==> config.mk <==
export PLATFORM = sky130hd
export DESIGN_NAME = iwd_counter
export DESIGN_NICKNAME = d
export VERILOG_FILES = /design/src/pkg/iwd_pkg.sv /design/src/rtl/iwd_tick.sv /design/src/rtl/iwd_counter.sv
export SDC_FILE = /design/constraint.sdc
export NUM_CORES = 1
export LEC_CHECK = 0
export CORE_MARGIN = 2
export CORE_UTILIZATION = 40
export CTS_BUF_LIST = sky130_fd_sc_hd__clkbuf_8
export CTS_CLUSTER_DIAMETER = 80
export CTS_CLUSTER_SIZE = 25
export DETAILED_ROUTE_END_ITERATION = 8
export DONT_BUFFER_PORTS = 1
export PLACE_DENSITY = 0.66
export SYNTH_ARGS = -nofsm -noshare
export SYNTH_HDL_FRONTEND = slang
export SYNTH_HIERARCHICAL = 1
export SYNTH_SLANG_ARGS = --single-unit
==> constraint.sdc <==
create_clock -name mclk -period 9.05 [get_ports mclk]
set_clock_uncertainty 0.15 [all_clocks]
set_input_delay 1.3575 -clock mclk [delete_from_list [all_inputs] [get_ports mclk]]
set_output_delay 1.3575 -clock mclk [all_outputs]
set_load 0.01 [all_outputs]
==> src/pkg/iwd_pkg.sv <==
/*
 * constants and types shared by the independent watchdog counter.
 * assumes a single 125 mhz clock and a synchronous active-low reset.
 */
// Behaviour
// - 14-bit down-counter, one step per count tick
// - underflow with reset selected asserts reset output
// - underflow with interrupt selected raises interrupt request
// - auto start counts right after reset release
// - register start waits for first refresh write
package iwd_pkg;
    // ========================================================
    // counter geometry
    localparam int unsigned  CNT_W       = 14;
    localparam logic [13:0]  CNT_INIT    = 14'h3FFF;
    localparam logic [13:0]  CNT_ZERO    = 14'h0000;
    localparam logic [13:0]  CNT_ONE     = 14'h0001;
    // ========================================================
    // count clock prescale, in mclk cycles per count tick
    localparam int unsigned  PRESC_W     = 8;
    localparam logic [7:0]   PRESC_DIV   = 8'h02;
    localparam logic [7:0]   PRESC_ZERO  = 8'h00;
    localparam logic [7:0]   PRESC_ONE   = 8'h01;
    // ========================================================
    // reset output pulse length, in mclk cycles
    localparam logic [3:0]   RST_PULSE   = 4'h8;
    localparam logic [3:0]   RST_ZERO    = 4'h0;
    localparam logic [3:0]   RST_ONE     = 4'h1;
    // ========================================================
    // counter state, gray coded along idle-run-fired
    typedef enum logic [1:0] {
        IWD_IDLE  = 2'b00,
        IWD_RUN   = 2'b01,
        IWD_FIRED = 2'b11
    } iwd_state_type;
endpackage : iwd_pkg

==> src/rtl/iwd_tick.sv <==
/*
 * count tick generator: divides mclk into one-cycle count ticks.
 * assumes enable comes from logic on the same clock.
 */
`timescale 1ns/1ns
module iwd_tick
    import iwd_pkg::*;
(
    // clock and reset
    input  wire logic  mclk,
    input  wire logic  rst_n,
    // control
    input  wire logic  enable,   // run the divider
    input  wire logic  restart,  // realign the tick phase
    // tick out
    output logic       tick      // one-cycle count pulse
);
    logic [7:0] div_reg;  // cycles left to the next tick

    // ========================================================
    // divider: reload on restart, tick when it reaches one
    always_ff @(posedge mclk) begin
        if (!rst_n || restart || !enable) begin
            div_reg <= PRESC_DIV;
        end else if (div_reg == PRESC_ONE) begin
            div_reg <= PRESC_DIV;
        end else begin
            div_reg <= div_reg - PRESC_ONE;
        end
    end

    assign tick = enable && !restart && (div_reg == PRESC_ONE);
endmodule : iwd_tick

==> src/rtl/iwd_counter.sv <==
/*
 * independent watchdog counter: 14-bit down-counter with start
 * mode select, refresh reload and reset or interrupt on underflow.
 * assumes strap inputs are stable while rst_n is low and that the
 * refresh strobe is a one-cycle pulse from logic on mclk.
 */
`timescale 1ns/1ns
module iwd_counter
    import iwd_pkg::*;
(
    // clock and reset
    input  wire logic         mclk,
    input  wire logic         rst_n,
    // configuration straps, caught at reset release
    input  wire logic         auto_start,   // 1: auto start mode
    input  wire logic         irq_select,   // 1: interrupt, 0: reset
    // software refresh strobe
    input  wire logic         refresh,      // one-cycle write pulse
    // status and events
    output logic [13:0]       count,        // counter value
    output logic              running,      // counting is active
    output logic              reset_out,    // chip reset request
    output logic              irq_out       // underflow interrupt
);
    // ========================================================
    // state
    iwd_state_type state_reg;     // idle, run or fired
    iwd_state_type state_next;
    logic [13:0]   cnt_reg;       // down-counter
    logic          auto_reg;      // latched start mode
    logic          irqsel_reg;    // latched underflow action
    logic          init_reg;      // straps captured after reset
    logic [3:0]    rst_cnt_reg;   // reset pulse remaining
    logic          irq_reg;       // interrupt pulse
    logic          tick;          // count step
    logic          underflow;     // step taken at zero
    logic [1:0]    auto_sync_reg; // strap synchroniser, start mode
    logic [1:0]    irq_sync_reg;  // strap synchroniser, action

    assign underflow = (state_reg == IWD_RUN) && tick
                       && (cnt_reg == CNT_ZERO);

    // ========================================================
    // count tick source
    iwd_tick u_tick (
        .mclk    (mclk),
        .rst_n   (rst_n),
        .enable  (state_reg == IWD_RUN),
        .restart (refresh),
        .tick    (tick)
    );

    // ========================================================
    // strap synchronisers: two flops that run through reset, so
    // the second stage has settled before reset is released
    always_ff @(posedge mclk) begin
        auto_sync_reg <= {auto_sync_reg[0], auto_start};
        irq_sync_reg  <= {irq_sync_reg[0], irq_select};
    end

    // ========================================================
    // strap capture: clocked, first cycle after release
    always_ff @(posedge mclk) begin
        if (!rst_n) begin
            init_reg   <= 1'b0;
            auto_reg   <= 1'b0;
            irqsel_reg <= 1'b0;
        end else if (!init_reg) begin
            init_reg   <= 1'b1;
            auto_reg   <= auto_sync_reg[1];
            irqsel_reg <= irq_sync_reg[1];
        end
    end

    // ========================================================
    // next state
    always_comb begin
        state_next = state_reg;
        case (state_reg)
            IWD_IDLE: begin
                if (init_reg && auto_reg) begin
                    state_next = IWD_RUN;
                end else if (init_reg && refresh) begin
                    state_next = IWD_RUN;
                end
            end
            IWD_RUN: begin
                // a refresh in the underflow cycle wins over firing
                if (underflow && !refresh && !irqsel_reg) begin
                    state_next = IWD_FIRED;
                end
            end
            IWD_FIRED: begin
                state_next = IWD_FIRED;            // held until reset
            end
            default: begin
                state_next = IWD_IDLE;
            end
        endcase
    end

    always_ff @(posedge mclk) begin
        if (!rst_n) begin
            state_reg <= IWD_IDLE;
        end else begin
            state_reg <= state_next;
        end
    end

    // ========================================================
    // down-counter: reload on refresh, step on tick
    always_ff @(posedge mclk) begin
        if (!rst_n) begin
            cnt_reg <= CNT_INIT;
        end else if (refresh && state_reg != IWD_FIRED) begin
            cnt_reg <= CNT_INIT;
        end else if (underflow) begin
            cnt_reg <= CNT_INIT;                   // interrupt mode wraps
        end else if (state_reg == IWD_RUN && tick) begin
            cnt_reg <= cnt_reg - CNT_ONE;
        end
    end

    // ========================================================
    // reset output pulse
    always_ff @(posedge mclk) begin
        if (!rst_n) begin
            rst_cnt_reg <= RST_ZERO;
        end else if (underflow && !refresh && !irqsel_reg) begin
            rst_cnt_reg <= RST_PULSE;
        end else if (rst_cnt_reg != RST_ZERO) begin
            rst_cnt_reg <= rst_cnt_reg - RST_ONE;
        end
    end

    // ========================================================
    // interrupt pulse instead of reset
    always_ff @(posedge mclk) begin
        if (!rst_n) begin
            irq_reg <= 1'b0;
        end else begin
            irq_reg <= underflow && !refresh && irqsel_reg;
        end
    end

    // ========================================================
    // outputs: count and irq from flops, running decoded from state, reset from its counter
    assign count     = cnt_reg;
    assign running   = (state_reg == IWD_RUN);
    assign reset_out = (rst_cnt_reg != RST_ZERO);
    assign irq_out   = irq_reg;
endmodule : iwd_counter

==> summary.txt <==
Worst setup path
  – Top cell by count, worst path: nor4_1
  – Crit path cell chain: ha_1 > or3b_2 > nor4_1 > and3b_1 > nand4b_1 > nor4_1 > a2111oi_0
  – Buf/Inv on CP: 0
  – CP peak stage delay: 0.56 ns
  – Critical path's slowest cell: nor4_1
  – Max FO, Critical Path: 8
  – CP startpoint kind: flip-flop
  – Worst R2R Setup Slack: 5.89 ns
  – WP data required: 9.03 ns
  – Critical path arrival: 3.14 ns
  – Endpoint type of the worst setup path: flip-flop
  – Kind of critical path: flip-flop to flip-flop
  – Top delay family on crit path: simple AND/OR/NAND/NOR gates

Global route
  – Initial antenna violation count: 0
  – Gr ovfl total: 0
  – Total GRT Usage: 0.1589
  – First-pass GRT wire length: 5457 um
  – Largest net degree at the start of global routing: 15
  – Number of global-route vias before repair: 1249

Synthesis
  – Post-synthesis sequential area ratio: 0.4582
  – Post-synthesis register bit count: 36
  – Asr flop ratio synth: 0
  – Syn nets: 180
  – Synth warn: 6
  – Synth Flop Type: dfxtp_1
  – Cell Area, Synth: 0.001573 mm^2
  – Synth Area per Inst: 9.306 um^2
  – Synth area leaders: dfxtp_1, ha_1, xnor2_1, nand2_1, nor2_1
  – Syn Inst Count: 169
  – Yosys cell types: 38
  – Top-area cell type share of the netlist area: 0.4582
  – Synth area leader: dfxtp_1
  – Number of synthesized flops with an enable pin: 0

Drt
  – Post-DR wirelength/cell: 13.55 um
  – 1st-pass router iterations: 4
  – Vias per std cell: 5.350
  – Final wirelength: 3022 um
  – Post-route ant nets: 0
  – Vias post-DR: 1193
  – Initial DRC count: 41
  – Remaining DRCs: 0

STA
  – Final setup fails: 0
  – Period utilization: 0.3490
  – Slew @ Worst Pin: 0.6979 ns
  – Setup TNS: 0 ns
  – PnR worst setup slack: 5.891 ns
  – Max-slew violations: 0
  – Final period demand of the worst path: 3.159 ns
  – Max_slew headroom: 0.5304
  – Hold Fails Final Rpt: 0
  – RSZ-0062 raised after global routing: no
  – Fmax achieved: 316.6 MHz

CTS
  – Clk buf depth: 2
  – Clock H-tree levels: 2
  – Post-CTS setup buffers: 0
  – Post-CTS Hold Buffers: 0
  – Sink Count: 36
  – Worst-Skew Late Latency: 0.28 ns
  – Clock-pin slew on the worst setup and hold paths: 0.07 ns
  – CTS tree: done
  – Post-CTS sizing: 0
  – Clk root buf: clkbuf_8
  – TritonCTS Buffers: 5

Pwr
  – Leakage: 0.6861 nW
  – Total power draw: 0.0004232 W
  – Total power density per cell area: 237.2 mW/mm^2
  – VDD IR max: 85.96 uV

Outcome
  – Status: completed

Cells and area
  – Non-Filler Instances: 223
  – N_diodes: 0
  – Nets: 185
  – Most common cell after layout, fill and taps aside: dfxtp_1
  – Largest register FFs: 14
  – Most frequent cells in the layout: dfxtp_1, nand2_1, nor2_1
  – Ratio of cells with drive above 1 in the final layout: 0.09143
  – P&R area growth vs syn: 13.44%
  – Filler instances: 363

Floorplan
  – Core area: 0.003716 mm^2
  – Chip height: 66.71 um
  – Initial core utilization: 0.4232
  – Top Ports: 22
  – Die X: 66.71 um
  – Die Area: 0.004450 mm^2
  – Rows: 22

Flow run
  – Maxcap violations: 0

Placement
  – Place WS: 5.613 ns
  – PortBufs: 0
  – Dpl cells: 215
  – Final Wtd Congestion: 0.7843
  – HPWL Detailed: 2286 um

Worst hold path
  – HP Class: flip-flop to flip-flop
-- area by class of cell --
| class | instances | area [um^2] | area share |
|---|---|---|---|
| multi-input cells | 120 | 803.3 | 0.4502 |
| clock inverters | 3 | 90.09 | 0.05049 |
| clock buffers | 5 | 68.82 | 0.03857 |
| flip-flops and latches | 36 | 720.7 | 0.4039 |
| inverters | 11 | 41.29 | 0.02314 |
| well taps | 48 | 60.06 | 0.03366 |
-- worst reg2reg max path: cells and delay by family, from the launching register on --
family | cells | cell delay, ns
AO/OA/AOI/OAI | 1 | 0.16
adder cells (fa/ha/maj) | 1 | 0.23
flip-flops | 1 | 0.43
AND/OR/NAND/NOR | 5 | 2.06
-- cell families (layout without fill, tap and decap cells) --
logic type	after synthesis	after routing	synth area share
AOI/OAI and AO/OA	21	21	0.09944
xor gates and xnor gates	14	14	0.07796
adders and majority gates	6	6	0.04773
buffers and inverters	13	19	0.03103
DFF	36	36	0.4582
muxes	2	2	0.01273
and+or+nand+nor	77	77	0.2729
-- synth_stat cells (3+ instances only) --
master     n
or4_4      3
xnor2_1    8
ha_1       6
nor4_1     7
or3_1      3
xor2_1     6
nor2_1    15
o211ai_1   5
nand2_1   18
a21oi_1    3
nor3_1     9
dfxtp_1   36
nand3_1    5
inv_1     11
-- path summary, 6_finish.rpt --
kind              depth (start not counted)                          from                          end
setup / recovery                          7  u_tick/div_reg[0]$_SDFF_PP0_  rst_cnt_reg[1]$_SDFFE_PP0P_
hold / removal                            0       irq_sync_reg[0]$_DFF_P_      irq_sync_reg[1]$_DFF_P_
setup reg to reg                          7  u_tick/div_reg[0]$_SDFF_PP0_  rst_cnt_reg[1]$_SDFFE_PP0P_
hold reg to reg                           0       irq_sync_reg[0]$_DFF_P_      irq_sync_reg[1]$_DFF_P_
-- report_power, final --
group	switching [W]	internal [W]	total, W	leakage [nW]
logic	0.0000301	0.0000227	0.0000528	0.314
registers	0.00000844	0.000169	0.000178	0.294
clock network	0.0000549	0.000138	0.000193	0.0784
-- layer usage --
metal / track usage / part of all wire / vias to the layer above
met3: 0.04392 / 0.038 / 3
met5: 0 / 0 / -
met4: 0.05612 / 0.0053 / 0
li1: - / - / 607
met2: 0.2775 / 0.50 / 19
met1: 0.1851 / 0.46 / 564
-- metrics by stage --
step | hold WS (ns) | cell area (um^2) | util
after floorplan | 0.1596 | 1573 | -
after global placement | 0.1603 | 1625 | 0.4374
after detailed placement | 0.1664 | 1625 | 0.4374
after CTS | 0.1839 | 1784 | 0.4801
after global routing | 0.1865 | 1784 | 0.4801
final | 0.1792 | 1784 | 0.4801
Note: power is estimated with default switching activity, not from simulation.
